--- config.mk ---
export PLATFORM = sky130hd
export DESIGN_NAME = blrst_core
export DESIGN_NICKNAME = d
export VERILOG_FILES = /design/src/blrst_pkg.sv /design/src/blrst_core.sv /design/src/blrst_sync.sv
export VERILOG_INCLUDE_DIRS = /design/src
export SDC_FILE = /design/constraint.sdc
export NUM_CORES = 1
export LEC_CHECK = 0
export BUFFER_PORTS_ARGS = -buffer_cell sky130_fd_sc_hd__buf_4
export CAP_MARGIN = 20
export CORE_MARGIN = 10
export CORE_UTILIZATION = 45
export CTS_CLUSTER_DIAMETER = 60
export DETAILED_ROUTE_END_ITERATION = 8
export GPL_TIMING_DRIVEN = 0
export PLACE_DENSITY_LB_ADDON = 0.1
export SLEW_MARGIN = 20
export SYNTH_ARGS = -nofsm -noshare
export SYNTH_HDL_FRONTEND = slang
export SYNTH_SLANG_ARGS = --single-unit
--- constraint.sdc ---
create_clock -name core_clk_i -period 1.9 [get_ports core_clk_i]
set_input_delay 0.19 -clock core_clk_i [delete_from_list [all_inputs] [get_ports core_clk_i]]
set_output_delay 0.19 -clock core_clk_i [all_outputs]
set_load 0.05 [all_outputs]
--- src/blrst_cfg.svh ---
`ifndef BLRST_CFG_SVH
`define BLRST_CFG_SVH

// Core clock period in picoseconds (100 MHz)
`define BLRST_CLK_PERIOD_PS   32'd10000
// Least start-up delay after reset release, in microseconds
`define BLRST_START_DELAY_US  32'd1000
// Start-up delay in cycles, rounded up
`define BLRST_START_DELAY_CYC \
	((`BLRST_START_DELAY_US * 32'd1000000 + `BLRST_CLK_PERIOD_PS - 32'd1) / `BLRST_CLK_PERIOD_PS)
// Width of the start-up counter
`define BLRST_CNT_W           17
// Width of the burst beat counter
`define BLRST_BEAT_W          3

`endif

--- src/blrst_pkg.sv ---
package blrst_pkg;
	// Bus cycle sequencer states, one-hot
	typedef enum logic [3:0] {
		BLRST_IDLE  = 4'b0001,
		BLRST_FIRST = 4'b0010,
		BLRST_DATA  = 4'b0100,
		BLRST_HOLD  = 4'b1000
	} blrst_state_e;
	// Beat counter type
	typedef logic [2:0] blrst_beat_t;
endpackage

--- src/blrst_core.sv ---
`timescale 1ns/1ps
`include "blrst_cfg.svh"
module blrst_core #(
	parameter int START_CYC = `BLRST_START_DELAY_CYC  // Start-up wait, cycles
) (
	input  wire logic       core_clk_i,      // Core clock, 100 MHz
	input  wire logic       reset_n_i,       // Sync reset, active low
	input  wire logic       cyc_start_i,     // Start a bus cycle, pulse
	input  wire logic [2:0] cyc_beats_i,     // Extra beats (0 = non-burst)
	input  wire logic       hold_req_i,      // Bus hold request pin
	input  wire logic       burst_ready_n_i, // Burst-ready pin, active low
	input  wire logic       ready_n_i,       // Non-burst-ready pin, active low
	output logic            last_transfer_n_o,  // Last-transfer out, active low
	output logic            last_transfer_oe_o, // Output enable, high drives
	output logic            hold_ack_o,      // Bus granted to other master
	output logic            cyc_done_o,      // Cycle completed, pulse
	output logic            exec_ok_o        // Execution may start
);
	blrst_pkg::blrst_state_e state_q;        // Sequencer state
	blrst_pkg::blrst_beat_t  beats_q;        // Beats remaining after current
	logic [`BLRST_CNT_W-1:0] start_cnt_q;    // Start-up delay counter
	logic                    hold_s;         // Synchronised hold request
	logic                    burst_rdy_s;    // Synchronised burst-ready (low active)
	logic                    rdy_s;          // Synchronised non-burst-ready
	logic                    burst_hit;      // Burst-ready accepted this clock
	logic                    rdy_hit;        // Non-burst-ready accepted
	logic                    end_cyc;        // Cycle ends this clock
	logic [`BLRST_CNT_W-1:0] since_rst_q;    // Cycles since reset, checks only

	// Pin synchronisers
	blrst_sync #(.RESET_VAL(1'b0)) u_hold (
		.core_clk_i (core_clk_i),
		.reset_n_i  (reset_n_i),
		.async_i    (hold_req_i),
		.sync_o     (hold_s)
	);
	blrst_sync #(.RESET_VAL(1'b1)) u_burst_rdy (
		.core_clk_i (core_clk_i),
		.reset_n_i  (reset_n_i),
		.async_i    (burst_ready_n_i),
		.sync_o     (burst_rdy_s)
	);
	blrst_sync #(.RESET_VAL(1'b1)) u_rdy (
		.core_clk_i (core_clk_i),
		.reset_n_i  (reset_n_i),
		.async_i    (ready_n_i),
		.sync_o     (rdy_s)
	);

	// Ready decode; both only count after first clock
	// first clock ignored
	always_comb begin
		burst_hit = (state_q == blrst_pkg::BLRST_DATA) && !burst_rdy_s;
		rdy_hit   = (state_q == blrst_pkg::BLRST_DATA) && !rdy_s;
		end_cyc   = rdy_hit || (burst_hit && beats_q == 3'h0);
	end

	// Start-up counter; held at zero throughout reset
	// 1 ms wait
	always_ff @(posedge core_clk_i) begin
		if (!reset_n_i) begin
			start_cnt_q <= '0;
			exec_ok_o   <= 1'b0;
		end else if (!exec_ok_o) begin
			start_cnt_q <= start_cnt_q + `BLRST_CNT_W'(1);
			exec_ok_o   <= (start_cnt_q >= `BLRST_CNT_W'(START_CYC - 1));
		end
	end

	// Cycles since reset release, saturating; feeds the start-up check only
	// Kept apart from the start-up counter so a fault there cannot hide itself
	always_ff @(posedge core_clk_i) begin
		if (!reset_n_i) begin
			since_rst_q <= '0;
		end else if (since_rst_q != '1) begin
			since_rst_q <= since_rst_q + `BLRST_CNT_W'(1);
		end
	end

	// Cycle sequencer
	// defined reset state
	always_ff @(posedge core_clk_i) begin
		if (!reset_n_i) begin
			state_q <= blrst_pkg::BLRST_IDLE;
			beats_q <= 3'h0;
		end else begin
			unique case (state_q)
				blrst_pkg::BLRST_IDLE: begin
					// Hold wins over a new cycle
					if (hold_s)
						state_q <= blrst_pkg::BLRST_HOLD;
					else if (cyc_start_i && exec_ok_o) begin
						state_q <= blrst_pkg::BLRST_FIRST;
						beats_q <= cyc_beats_i;
					end
				end
				blrst_pkg::BLRST_FIRST: begin
					state_q <= blrst_pkg::BLRST_DATA;
				end
				blrst_pkg::BLRST_DATA: begin
					// Hold only granted between cycles
					if (end_cyc)
						state_q <= blrst_pkg::BLRST_IDLE;
					else if (burst_hit)
						beats_q <= beats_q - 3'h1;
				end
				blrst_pkg::BLRST_HOLD: begin
					if (!hold_s)
						state_q <= blrst_pkg::BLRST_IDLE;
				end
				default: state_q <= blrst_pkg::BLRST_IDLE;
			endcase
		end
	end

	// Pin drivers, registered from next state
	always_ff @(posedge core_clk_i) begin
		if (!reset_n_i) begin
			last_transfer_n_o  <= 1'b1;
			last_transfer_oe_o <= 1'b1;
			hold_ack_o         <= 1'b0;
			cyc_done_o         <= 1'b0;
		end else begin
			cyc_done_o <= end_cyc;
			hold_ack_o         <= (state_q == blrst_pkg::BLRST_IDLE && hold_s) ||
			                      (state_q == blrst_pkg::BLRST_HOLD && hold_s);
			last_transfer_oe_o <= !((state_q == blrst_pkg::BLRST_IDLE && hold_s) ||
			                        (state_q == blrst_pkg::BLRST_HOLD && hold_s));
			if (state_q == blrst_pkg::BLRST_IDLE && !hold_s && cyc_start_i && exec_ok_o)
				last_transfer_n_o <= (cyc_beats_i != 3'h0);
			else if (state_q == blrst_pkg::BLRST_DATA && burst_hit && !end_cyc)
				last_transfer_n_o <= (beats_q != 3'h1);
			else if (end_cyc || state_q == blrst_pkg::BLRST_IDLE)
				last_transfer_n_o <= 1'b1;
		end
	end

	// Last low whenever a cycle waits on its final ready
	// low at final beat
	property p_last_final;
		@(posedge core_clk_i) disable iff (!reset_n_i)
		(state_q == blrst_pkg::BLRST_DATA && beats_q == 3'h0) |-> !last_transfer_n_o;
	endproperty
	a_last_final: assert property (p_last_final) else $error("last not low at final beat");

	property p_single;
		@(posedge core_clk_i) disable iff (!reset_n_i)
		(state_q == blrst_pkg::BLRST_IDLE && !hold_s && cyc_start_i && exec_ok_o &&
		 cyc_beats_i == 3'h0) |=> !last_transfer_n_o;
	endproperty
	a_single: assert property (p_single) else $error("single cycle lacks last");

	property p_idle_high;
		@(posedge core_clk_i) disable iff (!reset_n_i)
		$rose(cyc_done_o) |-> last_transfer_n_o;
	endproperty
	a_idle_high: assert property (p_idle_high) else $error("last stays low after end");

	property p_float;
		@(posedge core_clk_i) disable iff (!reset_n_i)
		hold_ack_o |-> !last_transfer_oe_o;
	endproperty
	a_float: assert property (p_float) else $error("last driven during hold");

	property p_reset;
		@(posedge core_clk_i)
		!reset_n_i |=> (state_q == blrst_pkg::BLRST_IDLE && !exec_ok_o && !cyc_done_o);
	endproperty
	a_reset: assert property (p_reset) else $error("reset state not defined");

	property p_no_early;
		@(posedge core_clk_i) disable iff (!reset_n_i)
		exec_ok_o |-> start_cnt_q >= `BLRST_CNT_W'(START_CYC - 1);
	endproperty
	a_no_early: assert property (p_no_early) else $error("execution before delay");

	property p_abort;
		@(posedge core_clk_i) disable iff (!reset_n_i)
		rdy_hit |=> (cyc_done_o && state_q == blrst_pkg::BLRST_IDLE);
	endproperty
	a_abort: assert property (p_abort) else $error("ready did not end cycle");

	property p_first_ignored;
		@(posedge core_clk_i) disable iff (!reset_n_i)
		(state_q == blrst_pkg::BLRST_FIRST) |=> !cyc_done_o;
	endproperty
	a_first_ignored: assert property (p_first_ignored) else $error("ready on first clock");

	property p_done_pulse;
		@(posedge core_clk_i) disable iff (!reset_n_i)
		cyc_done_o |=> !cyc_done_o;
	endproperty
	a_done_pulse: assert property (p_done_pulse) else $error("done longer than one clock");

	property p_burst_last;
		@(posedge core_clk_i) disable iff (!reset_n_i)
		(burst_hit && !end_cyc && beats_q == 3'h1) |=> !last_transfer_n_o;
	endproperty
	a_burst_last: assert property (p_burst_last) else $error("last late in burst");

	property p_hold_float;
		@(posedge core_clk_i) disable iff (!reset_n_i)
		(state_q == blrst_pkg::BLRST_HOLD) |-> (!last_transfer_oe_o && hold_ack_o);
	endproperty
	a_hold_float: assert property (p_hold_float) else $error("hold state still drives");

	property p_drive_busy;
		@(posedge core_clk_i) disable iff (!reset_n_i)
		(state_q == blrst_pkg::BLRST_FIRST || state_q == blrst_pkg::BLRST_DATA) |->
			last_transfer_oe_o;
	endproperty
	a_drive_busy: assert property (p_drive_busy) else $error("last floats in a cycle");

	property p_start_wait;
		@(posedge core_clk_i) disable iff (!reset_n_i)
		$rose(exec_ok_o) |-> (since_rst_q == `BLRST_CNT_W'(START_CYC));
	endproperty
	a_start_wait: assert property (p_start_wait) else $error("start-up wait too short");
endmodule

--- src/blrst_sync.sv ---
`timescale 1ns/1ps
// Two-stage synchroniser for pin inputs
module blrst_sync #(
	parameter logic RESET_VAL = 1'b1
) (
	input  wire logic core_clk_i,   // Core clock
	input  wire logic reset_n_i,    // Sync reset, active low
	input  wire logic async_i,      // Raw pin level
	output logic      sync_o        // Synchronised level
);
	logic meta_q;                   // First stage, read only by second

	// Two flops; first stage feeds nothing else
	always_ff @(posedge core_clk_i) begin
		if (!reset_n_i) begin
			meta_q <= RESET_VAL;
			sync_o <= RESET_VAL;
		end else begin
			meta_q <= async_i;
			sync_o <= meta_q;
		end
	end
endmodule

==> impl_results.md <==
- Status: completed
- # clock sinks: 35
- Largest net degree at the start of global routing: 12
- CP endpoint kind: flop
- P_leak: 0.795 nW
- N_diodes: 0
- EDFF count, synth: 0
- Final TNS setup: 0 ns
- Post-route ant nets: 0
- Critical R2R Capture: beats_q[2]$_SDFFE_PN0P_
- Ratio of cells with drive above 1 in the final layout: 0.139
- Die ar.: 6620 um^2
- Ys flop type: dfxtp_1
- Largest cells by area after synthesis: dfxtp_1 41%, and2_1 5.2%, mux2i_1 4.1%
- Synthesized area per cell: 9.00 um^2
- Slew Limit Fails: 0
- Cells along the critical path: buf_4 -> or4b_4 -> buf_6 -> nor4b_4 -> o22ai_1 -> a32o_1
- Clk_skew: 0.00804 ns
- Most frequent cells in the layout: 35 x dfxtp_1, 18 x nand2_1, 14 x buf_4, 14 x and2_1, 10 x nand2b_1
- Critical Path Start Type: flop
- Cell family with most CP delay: simple AND/OR/NAND/NOR gates
- RePlAce Congestion: 0.840
- Area occupied by multi-input gates: 931 um^2
- CTS Buf Count: 5
- WHS Path Cells: 2
- Worst-Skew Late Latency: 0.29 ns
- Gate power share: 0.054
- CP max stage cell: or4b_4
- Worst r2r src: state_q[0]$_SDFFE_PN1P_
- Die Ht: 81.3 um
- Routed WL per cell: 13.9 um
- PortBufs: 13
- Synth Register Bits: 35
- Gr ovfl total: 0
- CP max stage delay: 0.52 ns
- Worst-margin pin slew: 0.524 ns
- Root buffer cell: clkbuf_8
- Routed WL: 3560 um
- Async set-reset flop share out of synthesis: 0
- VDD IR max: 0.489 mV
- R2R Setup Slk: 0.07 ns
- Drt initial violations: 123
- Crit path max fanout: 10
- Sequential share of power: 0.494
- Placed cell areas: 1850 um^2
- Initial antenna violation count: 0
- Mapped Area: 1690 um^2
- Worst r2r path cells: 6
- First-pass GRT wire length: 6020 um
- All-Layer GR Usage: 0.115
- Post-CTS Setup Bufs: 0
- Rows: 22
- WS Path Type: reg2reg
- Clock-pin slew of the registers on the worst-case setup and hold paths: 0.07 ns
- DR vias/cell: 5.23
- Required time worst endpoint: 2.08 ns
- DR pass1 iterations: 4
- Pwr/cell area: 772 nW/um^2
- Clk pwr share: 0.452
- Via Count: 1343
- Synth warn: 0
- NumNets Final: 221
- Post-Syn Nets: 201
- Final min period: 1.83 ns
- Achievable Freq: 545 MHz
- I/O pin total: 14
- DR DRC count: 0
- TritonCTS clock tree: built
- Fill count: 331
- Slew margin rel.: 0.650
- Cell-internal power: 1.21 mW
- Vias in the first global route: 1332
- Final instance area: 1990 um^2
- Switching Power: 0.324 mW
- Yosys cell types: 45
- Reg area: 701 um^2
- Final period util: 0.965
- Hold slack: 0.0838 ns
- Synth area leader: dfxtp_1
- CTS max path bufs: 2
- Cells after Synth: 188
- Area share of the largest cell type after synthesis: 0.414
- Worst Hold End: u_burst_rdy.meta_q$_SDFF_PN1_
- Unrepaired setup endpoints after global routing: no
- Placeable Area: 3660 um^2
- Hold_buf cts: 0
- HPWL Detailed: 2470 um
- Min-Delay Path Class: in2reg
- Die X: 81.3 um
- Worst Path Arrival: 2.02 ns
- Layout area overhead: 17.5%
- Initial Utilization: 0.462
- Most common cell after layout, fill and taps aside: dfxtp_1
- Min-delay src: burst_ready_n_i
- Number of max-cap violations: 0
- Sequential fraction of the synthesis area: 0.414
- Buf/Inv on CP: 2
- Setup Viol. Count Final: 0
- CTS H-Tree Depth: 2
- Net Sw Frac: 0.211
- Fin. Hold Viols: 0
worst register-to-register path: stages (launching register included):
cell     delay, ns
dfxtp_1       0.30
buf_4         0.16
or4b_4        0.52
buf_6         0.15
nor4b_4       0.24
o22ai_1       0.10
a32o_1        0.26
power groups by stage:
stage / clock network (mW) / registers (mW) / logic (mW)
2_1_floorplan: 0 / 0.776 / 0.0484
3_3_place_gp: 0 / 0.774 / 0.0807
3_5_place_dp: 0 / 0.775 / 0.0828
4_1_cts: 0.706 / 0.758 / 0.0835
5_1_grt: 0.735 / 0.759 / 0.0942
6_report: 0.693 / 0.758 / 0.0833
routing by layer:
metal	GRT usage	part of all wire	vias up
met3	0.0342	0.047	10
met2	0.178	0.45	24
li1	-	-	689
met4	0.0571	0.022	0
met1	0.142	0.48	620
met5	0	0	-
cells in the mapped netlist (2+ instances only):
library cell	count
and3_1	3
xnor2_1	5
nand2b_1	10
nor3_1	6
a21oi_1	2
clkbuf_1	6
xor2_1	7
nand3_1	5
nor2b_1	4
nor3b_1	2
nor2_1	9
nor4_1	6
a21boi_0	2
nand3b_1	2
nand2_1	18
dfxtp_1	35
nor4b_1	3
ha_1	4
o21ai_0	5
inv_1	8
o22ai_1	2
mux2i_1	7
and2_1	14
buf_6	2
layout make-up:
| class | count | share of cell area |
|---|---|---|
| buffer | 9 | 0.0264 |
| clock buffer | 6 | 0.0415 |
| clock inverter | 2 | 0.0176 |
| inverter | 8 | 0.0151 |
| multi-input combinational | 136 | 0.468 |
| sequential | 35 | 0.352 |
| tap | 48 | 0.0302 |
| timing repair buffer | 13 | 0.0491 |
cells by family after synthesis:
kind of cell,share of synthesized area
simple gates,0.303
mux,0.0414
xor+xnor,0.0621
flops,0.414
fa+ha+maj,0.0296
buf+inv,0.0488
compound gates,0.101
state kept, by name (all words and copies together) (netlist names):
register            flops
u_burst_rdy.sync_o      1
state_q                 4
start_cnt_q            17
exec_ok_o               1
hold_ack_o              1
u_hold.sync_o           1
cyc_done_o              1
u_hold.meta_q           1
beats_q                 3
last_transfer_n_o       1
u_burst_rdy.meta_q      1
u_rdy.sync_o            1
u_rdy.meta_q            1
last_transfer_oe_o      1
per-stage QoR:
step | total power [mW] | setup WS (ns) | cells | utilization
global route | 1.59 | 0.00343 | 257 | 0.543
CTS | 1.55 | 0.00102 | 257 | 0.538
global placement | 0.855 | 0.0427 | 249 | 0.505
detailed placement | 0.857 | 0.0134 | 249 | 0.505
floorplan | 0.825 | 0.152 | 188 | -
finish | 1.53 | 0.0659 | 257 | 0.543
worst max path at each step:
stage	from	endpoint	slack (ns)	depth (start not counted)
after floorplan	state_q[3]$_SDFFE_PN0P_	beats_q[2]$_SDFFE_PN0P_	0.15	6
after global placement	state_q[0]$_SDFFE_PN1P_	beats_q[2]$_SDFFE_PN0P_	0.04	5
after detailed placement	state_q[0]$_SDFFE_PN1P_	beats_q[2]$_SDFFE_PN0P_	0.01	5
after CTS	state_q[0]$_SDFFE_PN1P_	beats_q[2]$_SDFFE_PN0P_	0.001	5
after global routing	state_q[0]$_SDFFE_PN1P_	last_transfer_n_o$_SDFFE_PN1P_	0.003	6
final	state_q[0]$_SDFFE_PN1P_	beats_q[2]$_SDFFE_PN0P_	0.07	6
timing repair:
item | CTS | global route
resized for setup | 0 | 3
hold endpoints to repair | 0 | 0
setup endpoints to repair | 0 | 4
Note: power is estimated with default switching activity, not from simulation.
